==> config.mk <==
export PLATFORM = sky130hd
export DESIGN_NAME = rsw_reset_watchdog
export DESIGN_NICKNAME = d
export VERILOG_FILES = /design/src/core/rsw_pkg.sv /design/src/core/rsw_reset_watchdog.sv
export VERILOG_INCLUDE_DIRS = /design/src /design/src/core
export SDC_FILE = /design/constraint.sdc
export NUM_CORES = 1
export LEC_CHECK = 0
export BUFFER_PORTS_ARGS = -buffer_cell sky130_fd_sc_hd__buf_4
export CAP_MARGIN = 25
export CORE_AREA = 3 3 106 108
export DETAILED_ROUTE_END_ITERATION = 7
export DIE_AREA = 0 0 109 111
export PLACE_DENSITY_LB_ADDON = 0.1
export SKIP_LAST_GASP = 1
export SYNTH_ARGS = -nofsm -noshare
export SYNTH_HDL_FRONTEND = slang
export SYNTH_SLANG_ARGS = --single-unit
export TNS_END_PERCENT = 30
==> constraint.sdc <==
create_clock -name aclk -period 2.6 [get_ports aclk]
set_input_delay 0 -clock aclk [delete_from_list [all_inputs] [get_ports aclk]]
set_output_delay 0 -clock aclk [all_outputs]
set_load 0.02 [all_outputs]
==> src/core/rsw_defs.svh <==
`ifndef RSW_DEFS_SVH
`define RSW_DEFS_SVH

// register byte offsets
`define RSW_MODE_OFS        8'h00
`define RSW_WDC_OFS         8'h04
`define RSW_IRQ_STAT_OFS    8'h08
`define RSW_IRQ_MASK_OFS    8'h0C
`define RSW_SOFT_RST_OFS    8'h10
`define RSW_STATUS_OFS      8'h14

// field positions
`define RSW_SEL_LO_BIT      0
`define RSW_SEL_HI_BIT      1
`define RSW_WD_A_BIT        0
`define RSW_WD_B_BIT        1
`define RSW_IRQ_WOV_BIT     0
`define RSW_IRQ_CIC_BIT     1
`define RSW_ST_RSTOUT_BIT   0
`define RSW_ST_WDEN_BIT     1
`define RSW_ST_ARMED_BIT    2
`define RSW_ST_PORON_BIT    3
`define RSW_ST_UVD_BIT      4
`define RSW_ST_DEVRST_BIT   5
`define RSW_ST_WDCNT_LSB    16

// reset source selection codes
`define RSW_SEL_BASIC       2'h0
`define RSW_SEL_HIZ         2'h1
`define RSW_SEL_CI          2'h2
`define RSW_SEL_WD          2'h3

// reset values
`define RSW_MODE_RST        2'h0
`define RSW_MASK_RST        2'h0
`define RSW_SOFT_RST_VAL    8'h00
`define RSW_STAT_RST        2'h0

// command/indication codes forced while in reset
`define RSW_DEACT_REQ_CODE  4'h0
`define RSW_TIMING_REQ_CODE 4'h0

// bus answers
`define RSW_RESP_OKAY       2'h0
`define RSW_RESP_SLVERR     2'h2

// timing
`define RSW_CLK_PERIOD_NS   8
`define RSW_RST_PULSE_US    125
`define RSW_DEACT_US        10
`define RSW_WD_FRAMES       1024
`define RSW_RST_PULSE_CYC \
   ((`RSW_RST_PULSE_US * 1000 + `RSW_CLK_PERIOD_NS - 1) / `RSW_CLK_PERIOD_NS)
`define RSW_DEACT_CYC \
   ((`RSW_DEACT_US * 1000 + `RSW_CLK_PERIOD_NS - 1) / `RSW_CLK_PERIOD_NS)

`endif

==> src/core/rsw_pkg.sv <==
package rsw_pkg;
   typedef logic [31:0] rsw_word_t;
   typedef logic [7:0]  rsw_addr_t;
   typedef logic [3:0]  rsw_ci_t;
   typedef logic [1:0]  rsw_sel_t;
   typedef logic [7:0]  rsw_blk_t;
endpackage

==> src/core/rsw_reset_watchdog.sv <==
// The register offsets and the AXI4-Lite interface to the registers are this design's own decisions.
`timescale 1ns/1ns
`include "rsw_defs.svh"

module rsw_reset_watchdog #(
   parameter logic [15:0] PULSE_CYC = 16'(`RSW_RST_PULSE_CYC),
   parameter logic [15:0] DEACT_CYC = 16'(`RSW_DEACT_CYC)
) (
   input  wire logic               aclk,
   input  wire logic               aresetn,
   input  wire rsw_pkg::rsw_addr_t s_axi_awaddr,
   input  wire logic               s_axi_awvalid,
   output logic                    s_axi_awready,
   input  wire rsw_pkg::rsw_word_t s_axi_wdata,
   input  wire logic [3:0]         s_axi_wstrb,
   input  wire logic               s_axi_wvalid,
   output logic                    s_axi_wready,
   output logic [1:0]              s_axi_bresp,
   output logic                    s_axi_bvalid,
   input  wire logic               s_axi_bready,
   input  wire rsw_pkg::rsw_addr_t s_axi_araddr,
   input  wire logic               s_axi_arvalid,
   output logic                    s_axi_arready,
   output rsw_pkg::rsw_word_t      s_axi_rdata,
   output logic [1:0]              s_axi_rresp,
   output logic                    s_axi_rvalid,
   input  wire logic               s_axi_rready,
   input  wire logic               ext_reset_in_n,
   input  wire logic               supply_detect_en_n,
   input  wire logic               undervoltage_detect,
   input  wire logic               frame_sync,
   input  wire logic               tdm_clocks_active,
   input  wire rsw_pkg::rsw_ci_t   line_cmd_code_dn,
   output logic                    reset_out_n,
   output logic                    reset_out_oe,
   output logic                    device_reset,
   output rsw_pkg::rsw_blk_t       block_reset,
   output logic                    irq,
   output logic                    tdm_lines_high,
   output rsw_pkg::rsw_ci_t        ci_dn_reset_code,
   output rsw_pkg::rsw_ci_t        ci_up_reset_code,
   output logic                    tdm_clocks_keep
);
   import rsw_pkg::*;

   localparam logic [9:0] WD_LAST = 10'(`RSW_WD_FRAMES - 1);

   // pin synchronisers: ext reset, supply detect, uvd, frame sync, clk active
   logic [4:0] pin_meta_q;
   logic [4:0] pin_sync_q;
   logic       fs_prev_q;

   always_ff @(posedge aclk) begin
      if (!aresetn) begin
         pin_meta_q <= 5'h13;
         pin_sync_q <= 5'h13; // idle pin levels: no false frame edge
         fs_prev_q  <= 1'b0;
      end else begin
         pin_meta_q <= {tdm_clocks_active, frame_sync, undervoltage_detect,
                        supply_detect_en_n, ext_reset_in_n};
         pin_sync_q <= pin_meta_q;
         fs_prev_q  <= pin_sync_q[3];
      end
   end

   logic ext_rst_s, por_en_s, uvd_s;
   logic frame_rise, clocks_run_s, hw_cause;

   assign ext_rst_s    = ~pin_sync_q[0];
   assign por_en_s     = ~pin_sync_q[1];
   assign uvd_s        = pin_sync_q[2];
   assign frame_rise   = pin_sync_q[3] & ~fs_prev_q;
   assign clocks_run_s = pin_sync_q[4];
   // power-on/undervoltage is a source whatever the selection field says
   assign hw_cause     = ext_rst_s | (por_en_s & uvd_s);

   logic      aw_full_q, aw_full_d;
   rsw_addr_t awaddr_q, awaddr_d;
   logic      w_full_q, w_full_d;
   rsw_word_t wdata_q, wdata_d;
   logic      wlane_q, wlane_d;
   logic      bvalid_q, bvalid_d;
   logic [1:0] bresp_q, bresp_d;
   logic      rvalid_q, rvalid_d;
   rsw_word_t rdata_q, rdata_d;
   logic [1:0] rresp_q, rresp_d;
   logic      do_write, wr_hit, rd_hit;
   rsw_word_t rd_mux;

   assign s_axi_awready = ~aw_full_q & ~bvalid_q;
   assign s_axi_wready  = ~w_full_q & ~bvalid_q;
   assign s_axi_arready = ~rvalid_q;
   assign do_write      = aw_full_q & w_full_q & ~bvalid_q;

   function automatic logic addr_hit(input rsw_addr_t a);
      addr_hit = (a == `RSW_MODE_OFS) || (a == `RSW_WDC_OFS) ||
                 (a == `RSW_IRQ_STAT_OFS) || (a == `RSW_IRQ_MASK_OFS) ||
                 (a == `RSW_SOFT_RST_OFS) || (a == `RSW_STATUS_OFS);
   endfunction

   assign wr_hit = addr_hit(awaddr_q);
   assign rd_hit = addr_hit(s_axi_araddr);

   always_comb begin
      aw_full_d = aw_full_q;
      awaddr_d  = awaddr_q;
      w_full_d  = w_full_q;
      wdata_d   = wdata_q;
      wlane_d   = wlane_q;
      bvalid_d  = bvalid_q;
      bresp_d   = bresp_q;
      rvalid_d  = rvalid_q;
      rdata_d   = rdata_q;
      rresp_d   = rresp_q;
      if (s_axi_awvalid && s_axi_awready) begin
         aw_full_d = 1'b1;
         awaddr_d  = s_axi_awaddr;
      end
      if (s_axi_wvalid && s_axi_wready) begin
         w_full_d = 1'b1;
         wdata_d  = s_axi_wdata;
         wlane_d  = s_axi_wstrb[0];
      end
      if (do_write) begin
         aw_full_d = 1'b0;
         w_full_d  = 1'b0;
         bvalid_d  = 1'b1;
         bresp_d   = wr_hit ? `RSW_RESP_OKAY : `RSW_RESP_SLVERR;
      end else if (bvalid_q && s_axi_bready) begin
         bvalid_d = 1'b0;
      end
      if (s_axi_arvalid && s_axi_arready) begin
         rvalid_d = 1'b1;
         rdata_d  = rd_hit ? rd_mux : 32'h0000_0000;
         rresp_d  = rd_hit ? `RSW_RESP_OKAY : `RSW_RESP_SLVERR;
      end else if (rvalid_q && s_axi_rready) begin
         rvalid_d = 1'b0;
      end
   end

   always_ff @(posedge aclk) begin
      if (!aresetn) begin
         aw_full_q <= 1'b0;
         awaddr_q  <= 8'h00;
         w_full_q  <= 1'b0;
         wdata_q   <= 32'h0000_0000;
         wlane_q   <= 1'b0;
         bvalid_q  <= 1'b0;
         bresp_q   <= `RSW_RESP_OKAY;
         rvalid_q  <= 1'b0;
         rdata_q   <= 32'h0000_0000;
         rresp_q   <= `RSW_RESP_OKAY;
      end else begin
         aw_full_q <= aw_full_d;
         awaddr_q  <= awaddr_d;
         w_full_q  <= w_full_d;
         wdata_q   <= wdata_d;
         wlane_q   <= wlane_d;
         bvalid_q  <= bvalid_d;
         bresp_q   <= bresp_d;
         rvalid_q  <= rvalid_d;
         rdata_q   <= rdata_d;
         rresp_q   <= rresp_d;
      end
   end

   assign s_axi_bvalid = bvalid_q;
   assign s_axi_bresp  = bresp_q;
   assign s_axi_rvalid = rvalid_q;
   assign s_axi_rdata  = rdata_q;
   assign s_axi_rresp  = rresp_q;

   // only byte lane 0 carries fields
   logic we_mode, we_wdc, we_stat, we_mask, we_soft;
   assign we_mode = do_write & wlane_q & (awaddr_q == `RSW_MODE_OFS);
   assign we_wdc  = do_write & wlane_q & (awaddr_q == `RSW_WDC_OFS);
   assign we_stat = do_write & wlane_q & (awaddr_q == `RSW_IRQ_STAT_OFS);
   assign we_mask = do_write & wlane_q & (awaddr_q == `RSW_IRQ_MASK_OFS);
   assign we_soft = do_write & wlane_q & (awaddr_q == `RSW_SOFT_RST_OFS);

   rsw_sel_t  sel_q, sel_d;
   logic      wd_en_q, wd_en_d;
   logic      armed_q, armed_d;
   logic [9:0] wd_cnt_q, wd_cnt_d;
   logic [1:0] stat_q, stat_d;
   logic [1:0] mask_q, mask_d;
   rsw_blk_t  soft_q, soft_d;
   logic [1:0] wdc_q, wdc_d;
   rsw_ci_t   ci_prev_q;
   logic      ci_ok_q;
   logic [15:0] pulse_cnt_q, pulse_cnt_d;
   logic      wd_pulse_q, wd_pulse_d;
   logic [15:0] deact_cnt_q, deact_cnt_d;
   logic      ci_fire, wd_tick, wd_service, wd_fire, wd_select;
   logic      pulse_on, rst_req, rst_assert, dev_rst;

   assign ci_fire    = ci_ok_q & (line_cmd_code_dn != ci_prev_q) &
                       (sel_q == `RSW_SEL_CI);
   assign wd_select  = we_mode &&
                       (wdata_q[1:0] == `RSW_SEL_WD);
   assign wd_service = we_wdc & armed_q & ~wdata_q[`RSW_WD_A_BIT] &
                       wdata_q[`RSW_WD_B_BIT];
   // frame edges count only while the frame clocks run, so power-down freezes it
   assign wd_tick    = wd_en_q & frame_rise & clocks_run_s;
   assign wd_fire    = wd_tick & (wd_cnt_q == WD_LAST) &
                       ~wd_service & ~wd_select;
   assign pulse_on   = pulse_cnt_q != 16'h0000;
   assign rst_req    = hw_cause | pulse_on;
   assign rst_assert = rst_req | (deact_cnt_q != 16'h0000);
   assign dev_rst    = hw_cause | wd_pulse_q;

   always_comb begin
      sel_d    = sel_q;
      wd_en_d  = wd_en_q;
      armed_d  = armed_q;
      wd_cnt_d = wd_cnt_q;
      stat_d   = stat_q;
      mask_d   = mask_q;
      soft_d   = soft_q;
      wdc_d    = wdc_q;
      if (we_mode) begin
         sel_d = wdata_q[1:0];
      end
      if (we_mask) begin
         mask_d = wdata_q[1:0];
      end
      if (we_soft) begin
         soft_d = wdata_q[7:0];
      end
      if (we_wdc) begin
         wdc_d   = wdata_q[1:0];
         // any write other than the first step breaks the sequence
         armed_d = wdata_q[`RSW_WD_A_BIT] & ~wdata_q[`RSW_WD_B_BIT];
      end
      if (wd_select) begin
         wd_en_d  = 1'b1;
         wd_cnt_d = 10'h000;
      end else if (wd_service) begin
         wd_cnt_d = 10'h000;
      end else if (wd_tick) begin
         wd_cnt_d = wd_cnt_q + 10'h001;
      end
      // no write path clears the enable; only resets and a watchdog overflow do
      if (wd_fire || ci_fire) begin
         sel_d = `RSW_MODE_RST;
      end
      if (wd_fire) begin
         wd_en_d  = 1'b0;
         wd_cnt_d = 10'h000;
         armed_d  = 1'b0;
      end
      // set wins over a clear in the same cycle
      if (we_stat) begin
         stat_d = stat_q & ~wdata_q[1:0];
      end
      if (wd_fire) begin
         stat_d[`RSW_IRQ_WOV_BIT] = 1'b1;
      end
      if (ci_fire) begin
         stat_d[`RSW_IRQ_CIC_BIT] = 1'b1;
      end
   end

   always_ff @(posedge aclk) begin
      if (!aresetn || hw_cause) begin
         sel_q    <= `RSW_MODE_RST;
         wd_en_q  <= 1'b0;
         armed_q  <= 1'b0;
         wd_cnt_q <= 10'h000;
         stat_q   <= `RSW_STAT_RST;
         mask_q   <= `RSW_MASK_RST;
         soft_q   <= `RSW_SOFT_RST_VAL;
         wdc_q    <= 2'h0;
      end else begin
         sel_q    <= sel_d;
         wd_en_q  <= wd_en_d;
         armed_q  <= armed_d;
         wd_cnt_q <= wd_cnt_d;
         stat_q   <= stat_d;
         mask_q   <= mask_d;
         soft_q   <= soft_d;
         wdc_q    <= wdc_d;
      end
   end

   always_comb begin
      pulse_cnt_d = pulse_cnt_q;
      wd_pulse_d  = wd_pulse_q;
      deact_cnt_d = deact_cnt_q;
      if (wd_fire || ci_fire) begin
         // shortest legal length; a new event restarts the pulse
         pulse_cnt_d = PULSE_CYC;
         wd_pulse_d  = wd_pulse_q | wd_fire;
      end else if (pulse_on) begin
         pulse_cnt_d = pulse_cnt_q - 16'h0001;
         if (pulse_cnt_q == 16'h0001) begin
            wd_pulse_d = 1'b0;
         end
      end
      if (rst_req) begin
         deact_cnt_d = por_en_s ? DEACT_CYC : 16'h0000;
      end else if (deact_cnt_q != 16'h0000) begin
         deact_cnt_d = deact_cnt_q - 16'h0001;
      end
   end

   always_ff @(posedge aclk) begin
      if (!aresetn) begin
         pulse_cnt_q <= 16'h0000;
         wd_pulse_q  <= 1'b0;
         deact_cnt_q <= 16'h0000;
         ci_prev_q   <= `RSW_DEACT_REQ_CODE;
         ci_ok_q     <= 1'b0;
      end else begin
         pulse_cnt_q <= pulse_cnt_d;
         wd_pulse_q  <= wd_pulse_d;
         deact_cnt_q <= deact_cnt_d;
         ci_prev_q   <= line_cmd_code_dn;
         ci_ok_q     <= 1'b1;
      end
   end

   logic     rst_n_q, oe_q, dev_q, irq_q;
   rsw_blk_t blk_q;

   always_ff @(posedge aclk) begin
      if (!aresetn) begin
         rst_n_q <= 1'b0;
         oe_q    <= 1'b1;
         dev_q   <= 1'b1;
         blk_q   <= 8'hFF;
         irq_q   <= 1'b0;
      end else begin
         rst_n_q <= ~rst_assert;
         oe_q    <= sel_q != `RSW_SEL_HIZ;
         dev_q   <= dev_rst;
         blk_q   <= soft_q | {8{dev_rst}};
         irq_q   <= |(stat_d & ~mask_d);
      end
   end

   assign reset_out_n      = rst_n_q;
   assign reset_out_oe     = oe_q;
   assign device_reset     = dev_q;
   assign block_reset      = blk_q;
   assign irq              = irq_q;
   assign tdm_lines_high   = dev_q;
   assign ci_dn_reset_code = `RSW_DEACT_REQ_CODE;
   assign ci_up_reset_code = `RSW_TIMING_REQ_CODE;
   // clock generators sit outside every reset this block drives
   assign tdm_clocks_keep  = 1'b1;

   always_comb begin
      rd_mux = 32'h0000_0000;
      case (s_axi_araddr)
         `RSW_MODE_OFS:     rd_mux[1:0] = sel_q;
         `RSW_WDC_OFS:      rd_mux[1:0] = wdc_q;
         `RSW_IRQ_STAT_OFS: rd_mux[1:0] = stat_q;
         `RSW_IRQ_MASK_OFS: rd_mux[1:0] = mask_q;
         `RSW_SOFT_RST_OFS: rd_mux[7:0] = soft_q;
         `RSW_STATUS_OFS: begin
            rd_mux[`RSW_ST_RSTOUT_BIT] = rst_assert;
            rd_mux[`RSW_ST_WDEN_BIT]   = wd_en_q;
            rd_mux[`RSW_ST_ARMED_BIT]  = armed_q;
            rd_mux[`RSW_ST_PORON_BIT]  = por_en_s;
            rd_mux[`RSW_ST_UVD_BIT]    = uvd_s;
            rd_mux[`RSW_ST_DEVRST_BIT] = dev_rst;
            rd_mux[`RSW_ST_WDCNT_LSB +: 10] = wd_cnt_q;
         end
         default: rd_mux = 32'h0000_0000;
      endcase
   end

endmodule

# --- Yosys cells after proc, flatten, opt, wreduce, memory -nomap -nowiden ---
# Index checks and enable logic that the tools add are counted.
totals:
  regBits: 146
  latchBits: 0
  ramBits: 0
  mem_bits_ro: 0
  in_bits: 68
  out_inout_bits: 63
  wordCells: 156
  memories: 0
op_classes:
  addsub: 3
  n_mul: 0
  n_div: 0
  n_lt_le_gt_ge: 0
  eq_ne: 16
  shifts: 0
  mux: 24
  bitwise: 46
  reduce_logical: 35
ops:
  columns: ["op", "n"]
  rows:
  - ["8-bit by 4-bit equality test with 1-bit output, second input constant", 4]
  - ["8-bit by 5-bit equality test with 1-bit output, second input constant", 4]
  - ["16-bit two-way mux", 2]
  - ["16-bit nonzero test", 2]
  - ["16-bit by 1-bit subtractor with 16-bit output, second input constant", 2]
  - ["14-bit two-way mux", 2]
  - ["26-bit two-way mux", 1]
  - ["1-bit bitwise AND", 23]
  - ["16-bit by 1-bit equality test with 1-bit output, second input constant", 1]
  - ["8-bit by 3-bit equality test with 1-bit output, second input constant", 2]
  - ["8-bit zero test", 2]
  - ["1-bit NOT", 13]
  - ["1-bit logical OR", 12]
  - ["2-bit one-hot mux with 6 select lines", 1]
  - ["11-bit two-way mux", 1]
  - ["10-bit by 1-bit adder with 10-bit output, second input constant", 1]
  - ["10-bit equality test, second input constant", 1]
  - ["1-bit two-way mux", 10]
  - ["10-bit two-way mux", 1]
  - ["2-bit two-way mux", 5]
  - ["2-bit nonzero test", 5]
  - ["2-bit OR reduction", 5]
  - ["8-bit bitwise OR", 1]
  - ["4-bit one-hot mux with 2 select lines", 1]
  - ["other kinds (10)", 22]

# --- Logic depth before layout (Yosys ltp) ---
# Gate-level depths: netlist of run 1.
depth:
  word_depth: 13
  mapped_depth: 8
  depth_no_buf: 7

# --- Least setup slack after synthesis of run 1 ---
# No wires, ideal clock.
synth_path:
  path_type: "register to register"
  startpoint: "register pulse_cnt_q[3]"
  endpoint: "register pulse_cnt_q[15]"
  setup_ns: 0.123
  arrival_ns: 1.739
  required_time_ns: 2.477
  slack_ns: 0.738
  stages_incl_launch_ff: 6
  n_path_buf: 0
  synth_period_minus_slack_ns: 1.862
  cell_sequence: "dfxtp_1 -> or4_4 -> nor3_4 -> or4b_1 -> xor2_1 -> nor2_2"
synth_via:
  elab_chain_len: 1
  word_cells_on_any_way: 2
  cone_classes: "1 x add/sub; 1 x reduce/logical"
synth_rtl:
  columns: ["item", "line", "rtl"]
  rows:
  - ["start, declared", "rsw_reset_watchdog.sv:191", "logic [15:0] pulse_cnt_q, pulse_cnt_d;"]
  - ["start signal, assigned", "rsw_reset_watchdog.sv:315", "pulse_cnt_q <= pulse_cnt_d;"]
  - ["16-bit by 1-bit subtractor with 16-bit output / 16-bit nonzero test (equally long branches)", "rsw_reset_watchdog.sv:295, rsw_reset_watchdog.sv:207", null]
# Several ways; a longest one is shown, not always the timed one.
# A chain may end at the register's enable or synchronous reset.

# --- Worst setup path in the final report of run 1 ---
layout_path:
  startpoint: "register bvalid_q (netlist: s_axi_bvalid)"
  endpoint: "register awaddr_q[5]"
layout_via:
  elab_chain_len: 3
layout_rtl:
  columns: ["item", "line", "rtl"]
  rows:
  - ["start, declared", "rsw_reset_watchdog.sv:82", "logic bvalid_q, bvalid_d;"]
  - ["start signal, assigned", "rsw_reset_watchdog.sv:159", "bvalid_q <= bvalid_d;"]
  - ["1-bit NOT", "rsw_reset_watchdog.sv:90", "assign s_axi_awready = ~aw_full_q & ~bvalid_q;"]
  - ["1-bit bitwise AND", "rsw_reset_watchdog.sv:90", null]
  - ["1-bit logical AND", "rsw_reset_watchdog.sv:115", "if (s_axi_awvalid && s_axi_awready) begin"]
  - ["end signal, assigned", "rsw_reset_watchdog.sv:155", "awaddr_q <= awaddr_d;"]
  - ["end, declared", "rsw_reset_watchdog.sv:78", "rsw_addr_t awaddr_q, awaddr_d;"]
# No other way between the ends.

==> results of run 1 <==
flip-flops by register name (all words and copies together) (netlist names), 2 cells and up:
name         cells
s_axi_rdata     18
deact_cnt_q     16
pulse_cnt_q     16
wd_cnt_q        10
awaddr_q         8
block_reset      8
soft_q           8
wdata_q          8
pin_meta_q       5
pin_sync_q       5
ci_prev_q        4
mask_q           2
sel_q            2
stat_q           2
wdc_q            2
synthesized netlist by cell type, types with 8 or more instances:
cell,instances
a21oi_1,45
xnor2_1,21
nor3_1,17
nand2_1,68
clkbuf_1,23
xor2_1,17
o21ai_0,13
or3_1,14
buf_4,26
nand4_1,9
nand3_1,26
inv_1,11
nor2_1,76
dfxtp_1,130
nor4_1,8
and2_1,13
mux2i_1,17
report_power, final:
group | internal [W] | switching [W]
Sequential | 0.00220 | 0.000202
Clock | 0.00139 | 0.000845
Combinational | 0.00104 | 0.00133
routing by layer:
layer	routed length (µm)	GRT usage, %	share of wire, %
met2	6930	39.1	51
met5	0	0	0
met1	5830	28.1	43
met3	640	6.87	4.7
met4	234	9.34	1.7
metrics by stage:
step,worst slack (ns),utilization [%],total power (W)
floorplan,0.738,-,0.00417
detailed placement,0.391,60.2,0.00468
CTS,0.349,72.0,0.00702
finish,0.308,72.0,0.00700
global placement,0.407,60.2,0.00462
global route,0.139,72.0,0.00744
cells by family (layout without fill, tap and decap cells):
kind of cell	after synthesis	in the layout	share of synthesized area (%)
other	2	25	0.134
AO/OA/AOI/OAI	92	92	9.84
multiplexers	20	20	3.64
XOR/XNOR	38	38	5.95
adder cells (fa/ha/maj)	6	6	1.34
AND/OR/NAND/NOR	283	283	26.3
buffers and inverters	66	198	6.28
flip-flops	130	130	46.5
critical path: stages, from the launching register on:
cell and delay (ns):
dfxtp_1 0.36, nor2_1 0.19, and2_1 0.33, nand2_1 0.10
dlygate4sd3_1 0.58, a21oi_1 0.12, dlygate4sd3_1 0.55
repair_timing:
| action | in CTS | in global routing |
|---|---|---|
| hold buffers | 65 | 0 |
| hold endpoints to repair | 52 | 0 |
| resized for setup | 0 | 0 |
worst max path at each step:
stage,startpoint,end,slack (ns)
2_1_floorplan,pulse_cnt_q[3],pulse_cnt_q[15],0.74
3_3_place_gp,pulse_cnt_q[9],deact_cnt_q[1],0.41
3_5_place_dp,pulse_cnt_q[8],deact_cnt_q[1],0.39
4_1_cts,s_axi_bvalid,awaddr_q[4],0.35
5_1_grt,s_axi_bvalid,awaddr_q[5],0.14
6_report,s_axi_bvalid,awaddr_q[5],0.31
layout make-up:
type / count / area [µm²] / area share, %
tap: 136 / 170 / 2.29
multi-input combinational: 464 / 2730 / 36.7
clock inverter: 8 / 76.3 / 1.03
clock buffer: 24 / 490 / 6.60
timing repair buffer: 154 / 1320 / 17.7
inverter: 12 / 45.0 / 0.606
sequential: 130 / 2600 / 35.0
==> out/qor.yml, run 1 <==
dieHeight_um: 111
hold_viol: 0
cellLeakagePower_nw: 3.16
portBuffers: 78
synth_top_area_share_pct: 46.5
grt_setup_unrepaired: "no"
grt_antenna_before_repair: 0
synthTopCellsByArea: "dfxtp_1 (47%), nor2_1 (5.1%), nand2_1 (4.6%), a21oi_1 (4.0%), buf_4 (3.5%)"
finalSetupViolCount: 0
cp-end-kind: "flip-flop"
tns_ns: 0
maxSlewViolCount: 0
fp.coreArea_um2: 10300
place_congestion: 0.856
final_cell_mix: "dfxtp_1 (130), buf_4 (89), nor2_1 (76), nand2_1 (68), dlygate4sd3_1 (65)"
die_x_um: 109
reg2reg_depth: 6
cts_tree: "yes"
path_class: "flip-flop to flip-flop"
vias: 4910
stdcell_count: 928
ioPinCount: 131
drv_cap: 0
cts.sinks: 130
p_per_area_nw_per_um2: 942
worst_pin_slew_ns: 0.622
grt_pass1_wl_um: 22600
fillCellCount: 775
syn_inst: 637
drc: 0
whs_ns: 0.0220
r2r-start: "s_axi_bvalid"
run_status: "finished, final reports clean"
grt-ovfl-total: 0
hold_path_depth: 4
initial_core_util_pct: 54.2
post_cts_buffers: 0
diodes: 0
whs_endpoint: "aw_full_q"
ys_seq_area_share_pct: 46.5
rows: 37
postPlaceCellArea_um2: 6210
async_flop_share_pct: 0
track_usage_pct: 23.5
clk_latency_ns: 0.52
rrSetupSlack_ns: 0.31
dieArea_um2: 12100
relSlewSlack_pct: 58.1
h-tree-depth: 4
area_growth_pct: 32.8
synth_warnings: 0
hold_class: "primary input to flip-flop"
viasPerCell: 5.29
ys.flop_type: "dfxtp_1"
period_share_pct: 88.1
cts_buffers: 17
first_pass_iters: 5
grt_max_degree: 35
finalWirelength_um: 13600
drt_iter0_markers: 331
cp-start-kind: "flip-flop"
root_buffer: "clkbuf_8"
cp.arrival_ns: 2.76
dp_cells: 831
drive_gt1_share_pct: 16.7
syn_avg_cell_area_um2: 8.79
yosysTopAreaCell: "dfxtp_1"
path_clk_slew_ns: 0.06
final_nets: 853
final_common_cell: "dfxtp_1"
synth_cell_types: 60
wl_per_cell_um: 14.7
finClkSkew_ns: 0.00869
r2r-end: "awaddr_q[5]"
dpl.hpwl_um: 8970
irDropWorstVdd_uv: 791
syn_area_um2: 5600
path_max_fanout: 9
antenna_left: 0
stdcell_area_um2: 7430
period_needed_ns: 2.29
max-clock-path-buffers: 2
first_global_vias: 4842
synth_edf_count: 0
fmaxAchievable_mhz: 436
ys_seq_elements: 130
worstHoldStart: "s_axi_awvalid"
required_ns: 3.07
(Power assumes the default switching activity.)
==> run 2: changes to the inputs <==
- CORE_AREA: 3 3 106 108 -> 3 3 112 114
- DIE_AREA: 0 0 109 111 -> 0 0 115 117
- clock period: 2.6 -> 1.93 ns (I/O delays scaled with it)
==> out/qor.yml, run 2 (synthesis results as in run 1) <==
h-tree-depth: 4  # unchanged
place_congestion: 0.803  # -6.3%
finalSetupViolCount: 0  # unchanged
drive_gt1_share_pct: 21.5  # +4.8 points
crit_slowest_cell: "dlygate4sd3_1"
p_switching_w: 0.00329  # +39%
cts_tree: "yes"
dpl.hpwl_um: 9630  # +7.3%
drv_cap: 0  # unchanged
fmaxAchievable_mhz: 528
drc: 0  # unchanged
root_buffer: "clkbuf_16"
track_usage_pct: 21.2  # -2.3 points
irDropWorstVdd_uv: 907  # +15%
die_x_um: 115  # +5.5%
pwr-share-seq_pct: 31.7  # -2.6 points
finalWirelength_um: 13800  # +1.5%
cts.sinks: 130  # unchanged
wl_per_cell_um: 14.7  # +0.37%
path_class: "primary input to flip-flop"
period_needed_ns: 1.89
p_int_w: 0.00687  # +48%
relSlewSlack_pct: 63.3  # +5.2 points
p_per_area_nw_per_um2: 1350  # +43%
cellLeakagePower_nw: 3.22  # +1.9%
final_nets: 857  # +0.47%
path_clk_slew_ns: 0.05  # about the same
max-clock-path-buffers: 2  # unchanged
viasPerCell: 5.17  # -2.3%
grt_max_degree: 28  # -20%
grt_setup_unrepaired: "yes"
maxSlewViolCount: 0  # unchanged
swShare_pct: 32.4  # -1.5 points
ioPinCount: 131  # unchanged
worst_pin_slew_ns: 0.549  # -0.0733 ns
first_global_vias: 4674  # -3.5%
initial_core_util_pct: 48.6  # -5.6 points
dp_cells: 867  # +4.3%
stdcell_count: 938  # +1.1%
hold_viol: 0  # unchanged
path_max_fanout: 27  # +18
period_share_pct: 98.1
grt_antenna_before_repair: 0  # unchanged
final_cell_mix: "dfxtp_1 (130), buf_4 (118), nor2_1 (75), nand2_1 (68), a21oi_1 (45)"
required_ns: 2.29  # -0.78 ns
fp.coreArea_um2: 11500  # +12%
cp_cell_sequence: "dlygate4sd3_1 -> buf_4 -> clkinv_1 -> buf_4 -> a211oi_1 -> dlygate4sd3_1"
first_pass_iters: 4  # -1
combPwrFrac_pct: 35.5  # +1.7 points
cp-end-kind: "flip-flop"
crit_family: "buffers and inverters"
area_growth_pct: 34.6
clk_latency_ns: 0.41  # -0.11 ns
grt-ovfl-total: 0  # unchanged
crit_buf_inv: 5  # +3
grt_pass1_wl_um: 22300  # -1.2%
dieArea_um2: 13500  # +11%
dieHeight_um: 117  # +5.4%
hold_class: "primary input to flip-flop"
diodes: 0  # unchanged
cts_buffers: 17  # unchanged
vias: 4849  # -1.2%
cp-start-kind: "primary input"
portBuffers: 78  # unchanged
p_clk_share_pct: 32.8  # +0.9 points
largest_register_ffs: 18  # unchanged
max_stage_delay_ns: 0.56  # -0.02 ns
drt_iter0_markers: 308  # -6.9%
whs_ns: 0.0308  # +0.00875 ns
rows: 39  # +5.4%
finClkSkew_ns: 0.00518  # -0.00351 ns
antenna_left: 0  # unchanged
cp.arrival_ns: 2.25  # -0.51 ns
run_status: "finished, final reports clean"
final_common_cell: "dfxtp_1"
[run 2: cell types whose count changed in the layout (fill, tap and decap cells not counted), moves of 2 or more]
cell / before / now
dlygate4sd3_1: 65 / 39
buf_4: 89 / 118
clkinvlp_4: 3 / 0
or3_1: 14 / 11
nor4_1: 8 / 6
clkbuf_8: 6 / 2
or3_4: 0 / 3
bufinv_16: 1 / 4
[run 2: layout make-up]
cell class / instances / area, µm²
fill: 968 / 3980
multi-input combinational: 464 / 2800
sequential: 130 / 2600
timing repair buffer: 158 / 1290
clock buffer: 21 / 460
tap: 143 / 179
clock inverter: 10 / 158
inverter: 12 / 45.0
[run 2: power by group through the flow]
| stage | clock network, W | registers (W) | logic [W] |
|---|---|---|---|
| 2_1_floorplan | 0 | 0.00325 | 0.00237 |
| 3_3_place_gp | 0 | 0.00324 | 0.00330 |
| 3_5_place_dp | 0 | 0.00325 | 0.00339 |
| 4_1_cts | 0.00338 | 0.00320 | 0.00348 |
| 5_1_grt | 0.00349 | 0.00325 | 0.00400 |
| 6_report | 0.00333 | 0.00322 | 0.00360 |
[run 2: final timing paths]
kind	endpoint	startpoint	slack (ns)	cells past startpoint
max	s_axi_rvalid	aresetn	0.04	6
min	s_axi_rdata[19]	s_axi_arvalid	0.03	4
max reg2reg	pulse_cnt_q[15]	pulse_cnt_q[3]	0.05	5
min reg2reg	pin_sync_q[1]	pin_meta_q[1]	0.40	1
[run 2: repair_timing]
action	CTS	global route
resized for setup	0	15
hold buffers	39	0
endpoints found under the hold margin	38	0
endpoints found under the setup margin	0	42
setup buffers	0	1
[run 2: routing by layer]
metal | GRT usage [%] | up-vias | part of all wire [%]
met5 | 0 | - | 0
met4 | 6.49 | 0 | 0.93
met3 | 5.81 | 10 | 4.0
met2 | 37.0 | 105 | 52
met1 | 25.4 | 2284 | 43
li1 | - | 2450 | -
[run 2: worst min-delay path, stage by stage]
cell	delay, ns
buf_4	0.09
nand2_1	0.15
nand2_1	0.11
a21oi_1	0.05
[run 2: stage by stage]
stage	util (%)	total power (W)	cell area [µm²]	setup TNS [ns]	worst slack, ns
after global placement	55.9	0.00654	6440	0	0.0788
after detailed placement	55.9	0.00664	6440	0	0.0220
after global routing	65.4	0.0107	7530	-0.287	-0.0760
final	65.4	0.0102	7530	0	0.0361
after floorplan	-	0.00562	5680	0	0.0682
after CTS	64.7	0.0101	7450	0	0.00319
==> run 3: changes to the inputs <==
- ABC_AREA: not set -> 1
- CORE_AREA: 3 3 112 114 -> 3 3 115 117
- DIE_AREA: 0 0 115 117 -> 0 0 118 120
==> out/qor.yml, run 3 <==
largest_register_ffs: 18  # unchanged
fp.coreArea_um2: 12500  # +8.2%
portBuffers: 78  # unchanged
run_status: "finished, final reports clean"
hold_viol: 0  # unchanged
stdcell_area_um2: 7710  # +2.4%
grt_pass1_wl_um: 23200  # +3.9%
ys_seq_area_share_pct: 43.6  # -2.9 points
synth_cell_types: 45  # -25%
cts_tree: "yes"
dieHeight_um: 120  # +2.6%
postPlaceCellArea_um2: 6640  # +3.1%
vias: 5297  # +9.2%
post_cts_buffers: 0  # unchanged
synth_warnings: 0  # unchanged
hold_path_depth: 6  # +2
synthTopCellsByCount: "nand2_1 (140), dfxtp_1 (130), nor2_1 (109), inv_1 (79), a21oi_1 (56)"
cp_common_cell: "nor2_1"
first_pass_iters: 4  # unchanged
wl_per_cell_um: 12.5  # -15%
tns_ns: 0  # unchanged
r2r-end: "wdata_q[7]"
antenna_left: 0  # unchanged
cts.sinks: 130  # unchanged
cellLeakagePower_nw: 3.53  # +9.6%
required_ns: 2.24  # -0.05 ns
final_nets: 990  # +16%
grt_max_degree: 31  # +11%
worstHoldStart: "s_axi_araddr[3]"
rows: 41  # +5.1%
initial_core_util_pct: 47.9  # -0.71 points
synth_edf_count: 0  # unchanged
ys.flop_type: "dfxtp_1"
synth.most_common_cell: "nand2_1"
clk_latency_ns: 0.42  # about the same
syn_avg_cell_area_um2: 7.60  # -13%
grt_setup_unrepaired: "no"
crit_slowest_cell: "dlygate4sd3_1"
rrSetupSlack_ns: 0.16  # +0.11 ns
root_buffer: "clkbuf_16"
drv_cap: 0  # unchanged
hold_class: "primary input to flip-flop"
reg2reg_depth: 5  # unchanged
final_cell_mix: "nand2_1 (140), dfxtp_1 (130), nor2_1 (109), buf_4 (84), inv_1 (79)"
grt_antenna_before_repair: 0  # unchanged
fmaxAchievable_mhz: 563  # +6.7%
maxSlewViolCount: 0  # unchanged
irDropWorstVdd_uv: 635  # -30%
max-clock-path-buffers: 2  # unchanged
synth_top_area_share_pct: 43.6  # -2.9 points
track_usage_pct: 20.2  # -1.0 points
finalSetupViolCount: 0  # unchanged
grt-ovfl-total: 0  # unchanged
crit_buf_inv: 1  # -4
period_needed_ns: 1.77  # -0.119 ns
place_congestion: 0.869  # +8.3%
cts_buffers: 17  # unchanged
drive_gt1_share_pct: 20.3  # -1.2 points
async_flop_share_pct: 0  # unchanged
drt_iter0_markers: 224  # -27%
cp.arrival_ns: 2.09  # -0.16 ns
die_x_um: 118  # +2.6%
cp-start-kind: "flip-flop"
p_per_area_nw_per_um2: 1340  # -0.51%
dpl.hpwl_um: 9900  # +2.9%
area_growth_pct: 29.2
ys_seq_elements: 130  # unchanged
synthTopCellsByArea: "dfxtp_1 (44%), nand2_1 (8.8%), nor2_1 (6.9%), inv_1 (5.0%), a21oi_1 (4.7%)"
diodes: 0  # unchanged
syn_area_um2: 5970  # +6.7%
h-tree-depth: 4  # unchanged
r2r-start: "s_axi_bvalid"
dieArea_um2: 14200  # +5.2%
ioPinCount: 131  # unchanged
path_class: "flip-flop to flip-flop"
first_global_vias: 5118  # +9.5%
cp_cell_sequence: "nor2_1 -> nand2_1 -> o21ai_0 -> dlygate4sd3_1 -> nor2_1"
finClkSkew_ns: 0.00965  # +0.00448 ns
syn_inst: 785  # +23%
whs_endpoint: "s_axi_rdata[1]"
period_share_pct: 92.0  # -6.2 points
path_max_fanout: 13  # -52%
viasPerCell: 4.81  # -6.9%
drc: 0  # unchanged
final_common_cell: "nand2_1"
yosysTopAreaCell: "dfxtp_1"
finalWirelength_um: 13800  # -0.31%
cp-end-kind: "flip-flop"
max_stage_delay_ns: 0.59  # +0.03 ns
fillCellCount: 1103  # +14%
path_clk_slew_ns: 0.06  # about the same
crit_family: "buffers and inverters"
run 3: worst min-delay path, stage by stage:
cell     delay [ns]
buf_4          0.10
nor2_1         0.06
nand3_1        0.06
nand3_1        0.08
nand2_1        0.06
a21oi_1        0.05
run 3: area by class of cell:
cell class / instances / area (µm²) / share of cell area [%]
Multi-Input combinational cell: 547 / 2850 / 36.9
Sequential cell: 130 / 2600 / 33.7
Timing Repair Buffer: 130 / 1090 / 14.1
Clock buffer: 19 / 453 / 5.87
Inverter: 90 / 343 / 4.45
Tap cell: 172 / 215 / 2.79
Clock inverter: 13 / 159 / 2.06
run 3: per-stage QoR:
stage               hold WS [ns]  utilization [%]  total power, W  setup WS, ns  std cells
finish                    0.0450             61.9          0.0103         0.155       1101
global route               0.102             61.9          0.0111        0.0110       1101
CTS                       0.0184             61.9          0.0104         0.175       1101
detailed placement         0.194             53.3         0.00701         0.193       1023
global placement           0.189             53.3         0.00692         0.212       1023
floorplan                 0.0277                -         0.00633         0.403        808
run 3: report_power, final:
group	total [W]	switching, W	leakage (nW)	internal (W)
logic	0.00379	0.00236	2.17	0.00143
registers	0.00328	0.000276	1.06	0.00300
clock network	0.00328	0.00119	0.295	0.00209
total	0.0103	0.00382	3.53	0.00653
run 3: cell families after synthesis:
| group | count (synthesis) | synth area share [%] |
|---|---|---|
| AO/OA/AOI/OAI | 121 | 10.7 |
| XOR/XNOR | 24 | 3.52 |
| adder cells (fa/ha/maj) | 6 | 1.26 |
| buffers and inverters | 131 | 10.1 |
| flip-flops | 130 | 43.6 |
| multiplexers | 1 | 0.168 |
| other | 2 | 0.126 |
| AND/OR/NAND/NOR | 370 | 30.5 |
run 3: worst max path at each step:
stage,from,end,slack [ns],cells after the start
after floorplan,pulse_cnt_q[0],pulse_cnt_q[9],0.40,10
after global placement,pulse_cnt_q[0],pulse_cnt_q[9],0.21,10
after detailed placement,pulse_cnt_q[0],pulse_cnt_q[9],0.19,10
after CTS,pulse_cnt_q[0],pulse_cnt_q[9],0.18,10
after global routing,pulse_cnt_q[0],pulse_cnt_q[9],0.01,10
final,s_axi_bvalid,wdata_q[7],0.16,5
run 3: layer usage:
metal / up-vias / part of all wire, % / track usage (%)
li1: 2712 / - / -
met1: 2468 / 43 / 23.0
met2: 94 / 52 / 36.0
met3: 23 / 3.1 / 4.57
met4: 0 / 1.9 / 9.08
met5: - / 0 / 0
run 3: repair_timing:
item / in CTS / in global routing
hold buffers: 46 / 0
resized for setup: 0 / 0
hold endpoints to repair: 33 / 0
